**src/rtc_window_pkg.sv**
```systemverilog
package rtc_window_pkg;
  // pointer field position inside both configuration registers
  localparam int PTR_LSB = 8;
  localparam int PTR_MSB = 9;
  // write-enable bit position inside the clock configuration register
  localparam int WREN_BIT = 13;
  // pointer codes
  localparam logic [1:0] PTR_MIN_SEC = 2'h0;
  localparam logic [1:0] PTR_WD_HR = 2'h1;
  localparam logic [1:0] PTR_MON_DAY = 2'h2;
  localparam logic [1:0] PTR_YEAR = 2'h3;
  // reset values
  localparam logic [1:0] PTR_RESET = 2'h0;
  localparam logic [7:0] FIELD_RESET = 8'h00;
  // unlock key values
  localparam logic [7:0] KEY_FIRST = 8'h55;
  localparam logic [7:0] KEY_SECOND = 8'haa;
  // cycles after the second key during which the set is honoured
  localparam int UNLOCK_WINDOW_CYCLES = 1;
  // unlock detector states
  typedef enum logic [2:0] {
    KEY_IDLE = 3'b001,
    KEY_GOT_FIRST = 3'b010,
    KEY_ARMED = 3'b100
  } key_state_e;
endpackage

```
**src/rtc_unlock_detect.sv**
```systemverilog
`timescale 1ns/1ps
module rtc_unlock_detect (
  // clock and reset
  input wire logic ref_clk,
  input wire logic rst,
  // any bus access other than a key write this cycle, and key register write
  input wire logic anyAccess,
  input wire logic keyWrite,
  input wire logic [7:0] keyData,
  // set allowed this cycle
  output logic unlockOpen
);
  rtc_window_pkg::key_state_e state;
  rtc_window_pkg::key_state_e next_state;
  // a key only counts when nothing else is accessed in the same cycle
  wire firstKey = keyWrite && !anyAccess && (keyData == rtc_window_pkg::KEY_FIRST);
  wire secondKey = keyWrite && !anyAccess && (keyData == rtc_window_pkg::KEY_SECOND);

  // key sequence: any other access aborts it
  always_comb begin
    next_state = rtc_window_pkg::KEY_IDLE;
    case (state)
      rtc_window_pkg::KEY_IDLE: begin
        if (firstKey) next_state = rtc_window_pkg::KEY_GOT_FIRST;
      end
      rtc_window_pkg::KEY_GOT_FIRST: begin
        if (secondKey) next_state = rtc_window_pkg::KEY_ARMED;
        else if (firstKey) next_state = rtc_window_pkg::KEY_GOT_FIRST;
      end
      default: begin
        if (firstKey) next_state = rtc_window_pkg::KEY_GOT_FIRST;
      end
    endcase
  end

  // state register
  always_ff @(posedge ref_clk) begin
    if (rst) state <= rtc_window_pkg::KEY_IDLE;
    else state <= next_state;
  end

  // armed lasts exactly one cycle after the second key
  assign unlockOpen = (state == rtc_window_pkg::KEY_ARMED);
endmodule

```
**src/rtc_pointer_window_access.sv**
```systemverilog
`timescale 1ns/1ps
////////////////////////////////////////////////////////////////////////////////
// Function
// - value pointer in clock config bits 9:8 selects value window pair
// - value high-byte write decrements value pointer, holding at 00
// - value map: 00 min/sec, 01 wd/hr, 10 month/day, 11 -/year
// - alarm pointer in alarm config bits 9:8 selects alarm window pair
// - alarm high-byte write decrements alarm pointer, holding at 00
// - alarm map: 00 min/sec, 01 wd/hr, 10 month/day, 11 nothing
// - reading either alarm window byte decrements alarm pointer
// - reading either value byte decrements; low-byte write does not
// - timekeeping writes ignored unless write-enable bit 13 is set
// - write-enable settable only one cycle after 55h then aa keys
module rtc_pointer_window_access (
  // clock and reset
  input wire logic ref_clk,
  input wire logic rst,
  // clock configuration register access
  input wire logic clkCfgWrite,
  input wire logic [15:0] clkCfgWdata,
  output logic [15:0] clkCfgRdata,
  // alarm configuration register access
  input wire logic alrmCfgWrite,
  input wire logic [15:0] alrmCfgWdata,
  output logic [15:0] alrmCfgRdata,
  // unlock key register
  input wire logic keyWrite,
  input wire logic [7:0] keyData,
  // value window
  input wire logic valRead,
  input wire logic valWriteHigh,
  input wire logic valWriteLow,
  input wire logic [15:0] valWdata,
  output logic [15:0] valRdata,
  // alarm window
  input wire logic alrmRead,
  input wire logic alrmWriteHigh,
  input wire logic alrmWriteLow,
  input wire logic [15:0] alrmWdata,
  output logic [15:0] alrmRdata,
  // state shown to the rest of the clock
  output logic [1:0] valuePtr,
  output logic [1:0] alarmPtr,
  output logic writeEnable
);
  ////////////////////////////////////////////////////////////////////////////
  // storage: index 0 min/sec, 1 wd/hr, 2 month/day, 3 year (time only)
  logic [7:0] timeHigh [0:3];
  logic [7:0] timeLow [0:3];
  logic [7:0] alrmHigh [0:2];
  logic [7:0] alrmLow [0:2];
  wire unlockOpen;
  // accesses other than a key write; any of them breaks the key sequence
  // the key write itself is left out so that a lone key is never its own abort
  // a config write in the armed slot is judged by the lock logic, not here
  wire otherAccess = clkCfgWrite | alrmCfgWrite | valRead | valWriteHigh | valWriteLow
    | alrmRead | alrmWriteHigh | alrmWriteLow;

  // unlock key detector
  rtc_unlock_detect keyDet (
    .ref_clk(ref_clk),
    .rst(rst),
    .anyAccess(otherAccess),
    .keyWrite(keyWrite),
    .keyData(keyData),
    .unlockOpen(unlockOpen)
  );

  ////////////////////////////////////////////////////////////////////////////
  // pointer stepping decisions
  // a read of either byte steps, a high-byte write steps, a low-byte write does not
  wire valStep = valRead | valWriteHigh;
  wire alrmStep = alrmRead | alrmWriteHigh;

  // saturating decrement: code 00 is where both pointers come to rest
  wire valAtFloor = (valuePtr == rtc_window_pkg::PTR_MIN_SEC);
  wire alrmAtFloor = (alarmPtr == rtc_window_pkg::PTR_MIN_SEC);
  wire [1:0] next_valuePtr = valAtFloor ? valuePtr : valuePtr - 2'h1;
  wire [1:0] next_alarmPtr = alrmAtFloor ? alarmPtr : alarmPtr - 2'h1;

  // pointer codes carried by the configuration writes
  wire [1:0] cfgValuePtr = clkCfgWdata[rtc_window_pkg::PTR_MSB:rtc_window_pkg::PTR_LSB];
  wire [1:0] cfgAlarmPtr = alrmCfgWdata[rtc_window_pkg::PTR_MSB:rtc_window_pkg::PTR_LSB];

  ////////////////////////////////////////////////////////////////////////////
  // write lock
  // a set needs the unlock slot or an already open lock; a clear always lands
  wire wantSet = clkCfgWdata[rtc_window_pkg::WREN_BIT];
  wire setAllowed = writeEnable | unlockOpen;
  wire next_writeEnable = wantSet & setAllowed;

  // timekeeping writes are dropped while the lock is closed
  wire timeWriteOk = writeEnable;

  // alarm code 11 has no registers behind it
  wire alarmPtrValid = (alarmPtr != rtc_window_pkg::PTR_YEAR);

  ////////////////////////////////////////////////////////////////////////////
  // value pointer: a config write wins over a step in the same cycle
  always_ff @(posedge ref_clk) begin
    if (rst) begin
      valuePtr <= rtc_window_pkg::PTR_RESET;
    end else if (clkCfgWrite) begin
      valuePtr <= cfgValuePtr;
    end else if (valStep) begin
      valuePtr <= next_valuePtr;
    end
  end

  // alarm pointer: a config write wins over a step in the same cycle
  always_ff @(posedge ref_clk) begin
    if (rst) begin
      alarmPtr <= rtc_window_pkg::PTR_RESET;
    end else if (alrmCfgWrite) begin
      alarmPtr <= cfgAlarmPtr;
    end else if (alrmStep) begin
      alarmPtr <= next_alarmPtr;
    end
  end

  // write enable register, changed only by a clock config write
  always_ff @(posedge ref_clk) begin
    if (rst) begin
      writeEnable <= 1'b0;
    end else if (clkCfgWrite) begin
      writeEnable <= next_writeEnable;
    end
  end

  ////////////////////////////////////////////////////////////////////////////
  // time fields, one entry per pointer code
  genvar i;
  generate
    for (i = 0; i < 4; i++) begin : gTime
      // entry i is addressed when the value pointer holds its code
      wire hit = (valuePtr == 2'(i)) && timeWriteOk;
      // code 11 has no upper byte, so a high write there stores nothing
      wire loadHigh = hit && valWriteHigh && (i != 3);
      wire loadLow = hit && valWriteLow;

      // upper byte of the entry
      always_ff @(posedge ref_clk) begin
        if (rst) begin
          timeHigh[i] <= rtc_window_pkg::FIELD_RESET;
        end else if (loadHigh) begin
          timeHigh[i] <= valWdata[15:8];
        end
      end

      // lower byte of the entry
      always_ff @(posedge ref_clk) begin
        if (rst) begin
          timeLow[i] <= rtc_window_pkg::FIELD_RESET;
        end else if (loadLow) begin
          timeLow[i] <= valWdata[7:0];
        end
      end
    end

    // alarm fields: code 11 has no storage and takes no writes
    for (i = 0; i < 3; i++) begin : gAlrm
      // alarm registers sit outside the write lock
      wire hit = (alarmPtr == 2'(i));
      wire loadHigh = hit && alrmWriteHigh;
      wire loadLow = hit && alrmWriteLow;

      // upper byte of the entry
      always_ff @(posedge ref_clk) begin
        if (rst) begin
          alrmHigh[i] <= rtc_window_pkg::FIELD_RESET;
        end else if (loadHigh) begin
          alrmHigh[i] <= alrmWdata[15:8];
        end
      end

      // lower byte of the entry
      always_ff @(posedge ref_clk) begin
        if (rst) begin
          alrmLow[i] <= rtc_window_pkg::FIELD_RESET;
        end else if (loadLow) begin
          alrmLow[i] <= alrmWdata[7:0];
        end
      end
    end
  endgenerate

  ////////////////////////////////////////////////////////////////////////////
  // value window selection: code 11 shows an empty upper byte beside the year
  wire valYear = (valuePtr == rtc_window_pkg::PTR_YEAR);
  wire [7:0] valHighSel = valYear ? 8'h00 : timeHigh[valuePtr];
  wire [7:0] valLowSel = timeLow[valuePtr];

  // alarm window selection: code 11 reads zero in both bytes
  // the index is parked on entry 0 so it never points past the storage
  wire [1:0] alrmIdx = alarmPtrValid ? alarmPtr : rtc_window_pkg::PTR_MIN_SEC;
  wire [7:0] alrmHighSel = alarmPtrValid ? alrmHigh[alrmIdx] : 8'h00;
  wire [7:0] alrmLowSel = alarmPtrValid ? alrmLow[alrmIdx] : 8'h00;

  ////////////////////////////////////////////////////////////////////////////
  // value read data, taken each cycle for the pointer before any step
  always_ff @(posedge ref_clk) begin
    if (rst) begin
      valRdata <= 16'h0000;
    end else begin
      valRdata <= {valHighSel, valLowSel};
    end
  end

  // alarm read data, taken each cycle for the pointer before any step
  always_ff @(posedge ref_clk) begin
    if (rst) begin
      alrmRdata <= 16'h0000;
    end else begin
      alrmRdata <= {alrmHighSel, alrmLowSel};
    end
  end

  ////////////////////////////////////////////////////////////////////////////
  // configuration readback: unused bits read zero
  assign clkCfgRdata = {2'h0, writeEnable, 3'h0, valuePtr, 8'h00};
  assign alrmCfgRdata = {6'h00, alarmPtr, 8'h00};
endmodule

```
**config.mk**
```make
export PLATFORM = sky130hd
export DESIGN_NAME = rtc_pointer_window_access
export DESIGN_NICKNAME = d
export VERILOG_FILES = /design/src/rtc_window_pkg.sv /design/src/rtc_unlock_detect.sv /design/src/rtc_pointer_window_access.sv
export SDC_FILE = /design/constraint.sdc
export NUM_CORES = 1
export LEC_CHECK = 0
export BUFFER_PORTS_ARGS = -buffer_cell sky130_fd_sc_hd__buf_2
export CORE_ASPECT_RATIO = 0.75
export CORE_MARGIN = 5
export CORE_UTILIZATION = 40
export CTS_CLUSTER_SIZE = 12
export DETAILED_ROUTE_END_ITERATION = 8
export HOLD_SLACK_MARGIN = 0.1
export PLACE_DENSITY = 0.66
export SLEW_MARGIN = 5
export SYNTH_ARGS = -nofsm -noshare
export SYNTH_HDL_FRONTEND = slang
export SYNTH_HIERARCHICAL = 1
export SYNTH_SLANG_ARGS = --single-unit
```
**constraint.sdc**
```tcl
create_clock -name ref_clk -period 2.8 [get_ports ref_clk]
set_clock_uncertainty 0.1 [all_clocks]
set_input_delay 0 -clock ref_clk [delete_from_list [all_inputs] [get_ports ref_clk]]
set_output_delay 0 -clock ref_clk [all_outputs]
set_load 0.05 [all_outputs]
```
==> results of run 1 <==
==> report_power, final <==
group | total, mW | switching (mW) | internal [mW] | leakage (nW)
logic | 0.799 | 0.538 | 0.262 | 1.79
clock network | 2.00 | 0.878 | 1.12 | 0.239
registers | 2.46 | 0.0448 | 2.42 | 1.41
total | 5.26 | 1.46 | 3.80 | 3.44
==> Yosys cell counts (all sizes together) <==
cell    count
edfxtp    104
and2       57
and3       51
buf        43
dfxtp      40
mux2       24
nor2       24
nand2      21
mux2i      16
nor2b      14
a21oi      12
clkbuf     12
ha          9
mux4        8
a21o        7
a31o        7
inv         7
or2         3
and4bb      2
nand2b      2
nor3b       2
o21a        2
o21bai      2
or4         2
xnor2       2
a221o       1
and4b       1
conb        1
nand3       1
nand3b      1
nor3        1
nor4b       1
o41ai       1
==> repair_timing <==
item / 4_1_cts / 5_1_grt
hold endpoints to repair: 120 / 2
setup endpoints to repair: 0 / 1
resized for setup: 0 / 2
hold buffers: 55 / 2
==> per-stage QoR <==
stage	cells	worst slack, ns	power, mW	cell area [um^2]	hold WS, ns
after floorplan	507	0.468	3.08	6420	0.00210
after global placement	761	0.822	3.23	6870	0.158
after detailed placement	761	0.755	3.25	6870	0.155
after CTS	848	0.00768	5.30	7950	0.154
after global routing	849	0.0541	5.47	7960	0.160
final	849	0.190	5.26	7960	0.164
==> registers in the layout (all words and copies together), names as in the netlist <==
| register | count |
|---|---|
| alarmPtr | 2 |
| alrmHigh | 24 |
| alrmLow | 24 |
| alrmRdata | 16 |
| keyDet/state | 3 |
| timeHigh | 24 |
| timeLow | 32 |
| valRdata | 16 |
| valuePtr | 2 |
| writeEnable | 1 |
==> final timing paths <==
check                  end  cells past startpoint
max            alarmPtr[1]                      6
min reg2reg  alrmRdata[15]                      2
min          alrmLow[0][4]                      2
max reg2reg    alarmPtr[1]                      6
==> final cells by class <==
cell class / count / share of cell area
clock buffer: 18 / 0.0539
clock inverter: 14 / 0.0118
inverter: 7 / 0.00330
multi-input combinational: 301 / 0.268
sequential: 144 / 0.493
tap: 205 / 0.0322
timing repair buffer: 160 / 0.138
==> cells in the final DEF (no fill, tap or decap), types with 2 or more instances in the layout <==
cell,count
a21o_1,7
a21oi_1,12
a31o_1,7
and2_1,57
and3_1,51
and4bb_1,2
buf_2,97
buf_4,7
clkbuf_16,17
clkinv_1,2
clkinv_2,3
clkinv_4,2
clkinvlp_4,6
conb_1,27
dfxtp_1,40
dlygate4sd3_1,56
edfxtp_1,104
ha_1,9
inv_1,5
inv_2,2
mux2_1,18
mux2_2,6
mux2i_1,16
mux4_2,8
nand2_1,21
nand2b_1,2
nor2_1,23
nor2b_1,13
nor3b_1,2
o21a_1,2
o21bai_1,2
or2_1,3
xnor2_1,2
==> kinds of logic (layout without fill, tap and decap cells) <==
| kind of cell | count (synthesis) | in the layout | share of synthesized area |
|---|---|---|---|
| simple gates | 183 | 183 | 0.168 |
| flops | 144 | 144 | 0.621 |
| buf+inv | 62 | 199 | 0.0578 |
| mux | 48 | 48 | 0.0966 |
| compound gates | 32 | 32 | 0.0352 |
| fa+ha+maj | 9 | 9 | 0.0178 |
| xor+xnor | 2 | 2 | 0.00277 |
| other cells | 1 | 27 | 0.000593 |
==> worst reg2reg max path, delay by kind of cell (launching register included) <==
kind            cells  cell delay, ns
simple gates        1            0.18
buf+inv             2            0.71
compound gates      2            0.62
flops               1            0.47
fa+ha+maj           1            0.47
==> routing by layer <==
layer  vias up  share of wire  track usage
met2       121           0.49        0.257
met3        18          0.051       0.0493
met4         0          0.014       0.0496
met1      1997           0.44        0.202
li1       1958              -            -
met5         -              0            0
==> out/qor.yml, run 1 <==
yosys:
  synth_top_area_frac: 0.494
  yosysTopAreaCell: "edfxtp_1"
  synth_warnings: 6
  synth_area_mm2: 0.00632
  syn_area_per_cell_um2: 13.1
  synth-seq-area-share: 0.621
  synth_area_leaders: "edfxtp_1 (49%), dfxtp_1 (13%), and2_1 (5.6%)"
  syn_inst: 481
  ys_types: 38
  ys_ff_latch: 144
finish:
  diodes: 0
  multi_input_area_mm2: 0.00213
  syn2layout_area_growth_pct: 26.0
  fin_util: 0.518
  fin_nets: 723
  seq_area_mm2: 0.00392
  drive_gt1_frac: 0.238
  n_fill_cell: 1342
die:
  die_h_um: 119
  num_rows: 39
  die_area_mm2: 0.0184
  pin_count: 152
  die_w_um: 155
  fp.coreArea_mm2: 0.0154
  start_util: 0.411
setup_path:
  critPathCaptureType: "flip-flop"
  critPathKind: "reg2reg"
  startpoint_type: "flip-flop"
  regToRegSetupSlack_ns: 0.19
  required_ns: 3.06
  cp.arrival_ns: 2.87
  critPathMaxFanout: 19
  cp_cell_sequence: "inv_1, ha_1, o21bai_1, and2_1, o41ai_1, dlygate4sd3_1"
  crit_slowest_cell: "dlygate4sd3_1"
  critPathBufInv: 2
  cp_slowest_stage_delay_ns: 0.58
  startpoint: "alarmPtr[0]"
  r2r-start: "alarmPtr[0]"
  path_delay_family: "buffers and inverters"
timing:
  grt_setup_unrepaired: "false"
  setup_tns_ns: 0
  hold_viol: 0
  min_period_ns: 2.61
  finalSetupViolCount: 0
  worstMarginPinSlew_ns: 0.705
  report.final.slew_viol_count: 0
  maxSlewHeadroom: 0.530
  max_freq_mhz: 383
  period_share: 0.932
worst_hold_path:
  holdCritPathClass: "in2reg"
  hp-start: "alrmWriteLow"
power:
  ir_drop_mv: 0.380
  powerDensity_mw_per_mm2: 661
  leakagePower_nw: 3.44
global_route:
  grt_pass1_wl_um: 22300
  grt_start_max_net_pins: 36
  grt_pass1_vias: 4320
  track_usage: 0.158
  antenna_found_initial: 0
  gr-total-overflow: 0
route:
  viasPerCell: 4.82
  drt_iter0_markers: 227
  drt-total-wl_um: 14100
  drcViolationCount: 0
  wire_per_inst_um: 16.6
  drt-pass1-iter-count: 5
  vias: 4094
  ant_nets: 0
place:
  port_buffers: 97
  gp_congestion: 0.801
  hpwl_um: 9030
clocking:
  cts_tree: "built"
  cts_made_buffers: 17
  clkSlewWorstSetupHoldPaths_ns: 0.06
  postCtsSetupBuffers: 0
  cts-htree-levels: 4
  root_buffer: "clkbuf_16"
  clk_latency_ns: 0.42
  clock-sinks: 144
  cts_buffer_depth: 2
flow_run:
  cap_viol_max_count: 0
status:
  status: "finished, final reports clean"
(Power assumes the default switching activity.)
==> inputs of run 2 (changes only) <==
- CTS_BUF_LIST: unset -> sky130_fd_sc_hd__clkbuf_8 sky130_fd_sc_hd__clkbuf_16
==> out/qor.yml, run 2 (synthesis results as in run 1) <==
status:
  status: "finished, final reports clean"
power:
  powerDensity_mw_per_mm2: 660  # -0.11%
  leakagePower_nw: 3.44  # +0.12%
  finalPower_mw: 5.26  # -0.11%
  ir_drop_mv: 0.381  # +0.14%
timing:
  report.final.slew_viol_count: 0  # unchanged
  finalSetupViolCount: 0  # unchanged
  setup_tns_ns: 0  # unchanged
  grt_setup_unrepaired: "false"
  min_period_ns: 2.60  # -0.0139 ns
  worstMarginPinSlew_ns: 0.679  # -0.0266 ns
  maxSlewHeadroom: 0.548  # +0.0177
  timing.final.ws_setup_ns: 0.204  # +0.0139 ns
  whs_ns: 0.161  # -0.00322 ns
  hold_viol: 0  # unchanged
  max_freq_mhz: 385  # +0.54%
  period_share: 0.927  # -0.00497
die:
  fp.coreArea_mm2: 0.0154  # unchanged
  die_h_um: 119  # unchanged
  start_util: 0.411  # unchanged
  die_w_um: 155  # unchanged
  die_area_mm2: 0.0184  # unchanged
  num_rows: 39  # unchanged
  pin_count: 152  # unchanged
setup_path:
  startpoint_type: "flip-flop"
  cp.arrival_ns: 2.86  # about the same
  critPathMaxFanout: 19  # unchanged
  regToRegSetupSlack_ns: 0.20  # about the same
  critPathCaptureType: "flip-flop"
  critPathKind: "reg2reg"
  required_ns: 3.06  # about the same
route:
  met3_length_um: 792  # +11%
  wire_per_inst_um: 16.5  # -0.33%
  top_layer: "met4"
  drt-total-wl_um: 14000  # -0.33%
  drt-pass1-iter-count: 5  # unchanged
  vias: 4110  # +0.39%
  wirelength_met1_um: 6160  # -0.60%
  ant_nets: 0  # unchanged
  drcViolationCount: 0  # unchanged
  drt_iter0_markers: 250  # +10%
  viasPerCell: 4.84  # +0.39%
  wl_met2_um: 6810  # -1.9%
clocking:
  cts-htree-levels: 4  # unchanged
  clk_latency_ns: 0.42  # about the same
  cts_made_buffers: 17  # unchanged
  cts_buffer_depth: 2  # unchanged
  cts_tree: "built"
  clock-sinks: 144  # unchanged
  postCtsSetupBuffers: 0  # unchanged
  clkSlewWorstSetupHoldPaths_ns: 0.06  # about the same
  root_buffer: "clkbuf_16"
finish:
  layout_common_cells: "edfxtp_1 (104), buf_2 (97), and2_1 (57), dlygate4sd3_1 (56), and3_1 (51)"
  top_register: "timeLow"
  seq_area_mm2: 0.00392  # unchanged
  layout_commonest_cell: "edfxtp_1"
  syn2layout_area_growth_pct: 26.0  # unchanged
  diodes: 0  # unchanged
  fin_nets: 723  # unchanged
  drive_gt1_frac: 0.238  # unchanged
  stdcell_count: 849  # unchanged
  n_fill_cell: 1342  # unchanged
  largest_reg_flops: 32  # unchanged
  multi_input_area_mm2: 0.00213  # unchanged
global_route:
  antenna_found_initial: 0  # unchanged
  track_usage: 0.158  # unchanged
  grt_pass1_vias: 4320  # unchanged
  gr-total-overflow: 0  # unchanged
  grt_start_max_net_pins: 36  # unchanged
  grt_pass1_wl_um: 22300  # unchanged
place:
  port_buffers: 97  # unchanged
  hpwl_um: 9030  # unchanged
  post-place-ws_ns: 0.755  # unchanged
  gp_congestion: 0.801  # unchanged
  numPlacedInstances: 761  # unchanged
worst_hold_path:
  holdCritPathClass: "in2reg"
flow_run:
  cap_viol_max_count: 0  # unchanged
## run 2: final cells by class
cell class | count | share of cell area
flip-flops and latches | 144 | 0.493
multi-input cells | 301 | 0.268
repair buffers | 160 | 0.138
clock buffers | 17 | 0.0534
well taps | 205 | 0.0322
clock inverters | 15 | 0.0123
inverters | 7 | 0.00330
## run 2: metal layers
| metal | track usage | up-vias |
|---|---|---|
| met4 | 0.0496 | 0 |
| met5 | 0 | - |
| met3 | 0.0493 | 25 |
| met1 | 0.202 | 2003 |
| li1 | - | 1960 |
| met2 | 0.257 | 122 |
## run 2: what timing repair did
action	in CTS	in global routing
hold endpoints to repair	120	2
gates resized for setup	0	2
hold buffers	55	2
endpoints found under the setup margin	0	1
## run 2: critical path: stages (launching register included)
cell and delay [ns]:
dfxtp_1 0.47, inv_1 0.13, ha_1 0.46, o21bai_1 0.32, and2_1 0.18, o41ai_1 0.30
dlygate4sd3_1 0.58
## run 2: power by group
group          switching (mW)  internal (mW)  total (mW)
clock                   0.877           1.12        2.00
sequential             0.0445           2.42        2.46
combinational           0.537          0.262       0.799
## run 2: per-stage QoR
| step | util | instance area (um^2) |
|---|---|---|
| after detailed placement | 0.447 | 6870 |
| after global routing | 0.518 | 7960 |
| final | 0.518 | 7960 |
| after floorplan | - | 6420 |
| after global placement | 0.447 | 6870 |
| after CTS | 0.517 | 7950 |
## run 2: final timing paths
| path | from | endpoint | cells past startpoint |
|---|---|---|---|
| worst min-delay path | alrmWriteLow | alrmLow[0][4] | 2 |
| worst max register to register | alarmPtr[0] | alarmPtr[1] | 6 |
| worst max-delay path | alarmPtr[0] | alarmPtr[1] | 6 |
| worst min register to register | alrmHigh[2][4] | alrmRdata[12] | 2 |
==> inputs of run 3 (changes only) <==
- CORE_UTILIZATION: 40 -> 54
- PLACE_DENSITY: 0.66 -> 0.83
- SYNTH_HIERARCHICAL: 1 -> unset
==> out/qor.yml, run 3 <==
status:
  status: "finished, final reports clean"
setup_path:
  startpoint_type: "primary input"
  critPathCaptureType: "flip-flop"
  critPathKind: "in2reg"
  cp_cell_sequence: "dlygate4sd3_1, buf_2, nor4b_2, dlygate4sd3_1, nand3_1, dlygate4sd3_1, nor2_1, dlygate4sd3_1"
  critPathMaxFanout: 2  # -17
  cp_common_cell: "dlygate4sd3_1"
  crit_slowest_cell: "dlygate4sd3_1"
  path_delay_family: "buffers and inverters"
  required_ns: 3.06  # about the same
  cp_slowest_stage_delay_ns: 0.63  # +0.05 ns
  cp.arrival_ns: 2.87  # about the same
  critPathBufInv: 5  # +3
die:
  die_area_mm2: 0.0141  # -24%
  num_rows: 34  # -13%
  pin_count: 152  # unchanged
  fp.coreArea_mm2: 0.0116  # -25%
  start_util: 0.551  # +0.140
  die_h_um: 104  # -12%
  die_w_um: 135  # -13%
clocking:
  cts_tree: "built"
  cts-htree-levels: 4  # unchanged
  clock-sinks: 144  # unchanged
  root_buffer: "clkbuf_16"
  cts_made_buffers: 17  # unchanged
  cts_buffer_depth: 2  # unchanged
  clkSlewWorstSetupHoldPaths_ns: 0.06  # about the same
  clk_latency_ns: 0.42  # about the same
yosys:
  synth_edf_count: 104  # unchanged
  synth-seq-area-share: 0.616  # -0.00536
  synth_area_mm2: 0.00637  # +0.87%
  synthMostInstantiatedCell: "edfxtp_1"
  syn_area_per_cell_um2: 13.4  # +1.7%
  synth_warnings: 0  # -6
  yosysTopAreaCell: "edfxtp_1"
  syn_inst: 477  # -0.83%
  synth_ff_type: "edfxtp_1"
  ys_ff_latch: 144  # unchanged
  synth_top_area_frac: 0.490  # -0.00427
  async_flop_share: 0  # unchanged
  ys_types: 45  # +18%
  synth_commonest_cells: "edfxtp_1 (104), and2_1 (56), and3_1 (51)"
  synth_area_leaders: "edfxtp_1 (49%), dfxtp_1 (13%), and2_1 (5.5%)"
finish:
  fin_nets: 721  # -0.28%
  drive_gt1_frac: 0.274  # +0.0366
  syn2layout_area_growth_pct: 25.5
  top_register: "timeLow"
  layout_commonest_cell: "edfxtp_1"
  stdcell_count: 804  # -5.3%
  largest_reg_flops: 32  # unchanged
  layout_common_cells: "edfxtp_1 (104), buf_2 (97), dlygate4sd3_1 (60), and2_1 (56), and3_1 (51)"
  fin_util: 0.692  # +0.173
  diodes: 0  # unchanged
route:
  drcViolationCount: 0  # unchanged
  ant_nets: 0  # unchanged
  viasPerCell: 5.21  # +7.7%
  drt-total-wl_um: 14300  # +2.3%
  vias: 4192  # +2.0%
  wire_per_inst_um: 17.8  # +8.0%
  drt-pass1-iter-count: 4  # -1
  drt_iter0_markers: 335  # +34%
timing:
  max_freq_mhz: 383  # -0.62%
  setup_tns_ns: 0  # unchanged
  finalSetupViolCount: 0  # unchanged
  grt_setup_unrepaired: "false"
  period_share: 0.933  # +0.00580
  min_period_ns: 2.61  # +0.0162 ns
  report.final.slew_viol_count: 0  # unchanged
  worstMarginPinSlew_ns: 0.711  # +0.0322 ns
  hold_viol: 0  # unchanged
  maxSlewHeadroom: 0.526  # -0.0215
place:
  port_buffers: 97  # unchanged
  numPlacedInstances: 712  # -6.4%
  gp_congestion: 0.762  # -4.8%
  hpwl_um: 8610  # -4.7%
global_route:
  grt_pass1_vias: 4501  # +4.2%
  grt_pass1_wl_um: 22300  # +0.31%
  grt_start_max_net_pins: 36  # unchanged
  antenna_found_initial: 0  # unchanged
  track_usage: 0.208  # +0.0509
  gr-total-overflow: 0  # unchanged
worst_hold_path:
  holdCritPathClass: "in2reg"
power:
  finalPower_mw: 5.56  # +5.8%
  leakagePower_nw: 3.50  # +1.7%
  powerDensity_mw_per_mm2: 695  # +5.3%
  ir_drop_mv: 0.578  # +52%
flow_run:
  cap_viol_max_count: 0  # unchanged
==> run 3: changes by cell type after synthesis, sizes merged, moves of 2 or more <==
cell	previous run	this run
a21oi	12	10
and4bb	2	0
buf	43	47
clkbuf	12	8
nand2	21	19
nor4bb	0	2
or4	2	0
==> run 3: power by group <==
part           leakage [nW]  switching (mW)  internal (mW)
Clock                 0.288           0.882           1.39
Combinational          1.81           0.551          0.276
Sequential             1.41          0.0416           2.42
==> run 3: kinds of logic (layout without fill, tap and decap cells) <==
logic type,after synthesis,after routing,synth area share
AOI/OAI and AO/OA,31,31,0.0353
adders and majority gates,9,9,0.0177
muxes,50,50,0.0997
DFF,144,144,0.616
xor gates and xnor gates,2,2,0.00275
other,1,27,0.000588
and+or+nand+nor,179,179,0.163
buffers and inverters,61,200,0.0658
==> run 3: worst paths after layout <==
path	start	end	slack, ns	depth (start not counted)
worst max-delay path	keyData[6]	keyDet.state[2]	0.19	8
worst max register to register	valuePtr[1]	valuePtr[1]	0.29	6
worst min-delay path	valWdata[11]	timeHigh[0][3]	0.31	3
worst min register to register	alrmLow[2][2]	alrmRdata[2]	0.38	2
==> run 3: tightest hold or removal path: stages <==
cell and delay, ns:
dlygate4sd3_1 0.51, buf_2 0.11, and2_1 0.11
==> run 3: layer usage <==
metal  vias to the layer above  track usage  share of wire
met3                        41       0.0484          0.046
met2                       148        0.371           0.53
met5                         -            0              0
met4                         0        0.107          0.029
met1                      2043        0.231           0.39
li1                       1960            -              -
==> run 3: timing repair <==
action,CTS,global route
gates resized for setup,0,1
setup buffers,0,0
hold endpoints to repair,120,0
setup endpoints to repair,0,1
hold buffers,60,0
==> run 3: stage by stage <==
| stage | instance area [um^2] | hold WS (ns) | setup slack [ns] |
|---|---|---|---|
| global route | 8000 | 0.324 | 0.0842 |
| CTS | 8000 | 0.294 | 0.322 |
| finish | 8000 | 0.311 | 0.188 |
| detailed placement | 6800 | 0.136 | 0.864 |
| global placement | 6800 | 0.118 | 0.873 |
| floorplan | 6470 | -0.00435 | 0.601 |
==> run 3: cell type report <==
cell class	instances	area [um^2]
flip-flops and latches	144	3920
fillers	795	3570
multi-input cells	298	2140
repair buffers	162	1120
clock buffers	17	425
well taps	162	203
clock inverters	15	168
inverters	6	22.5
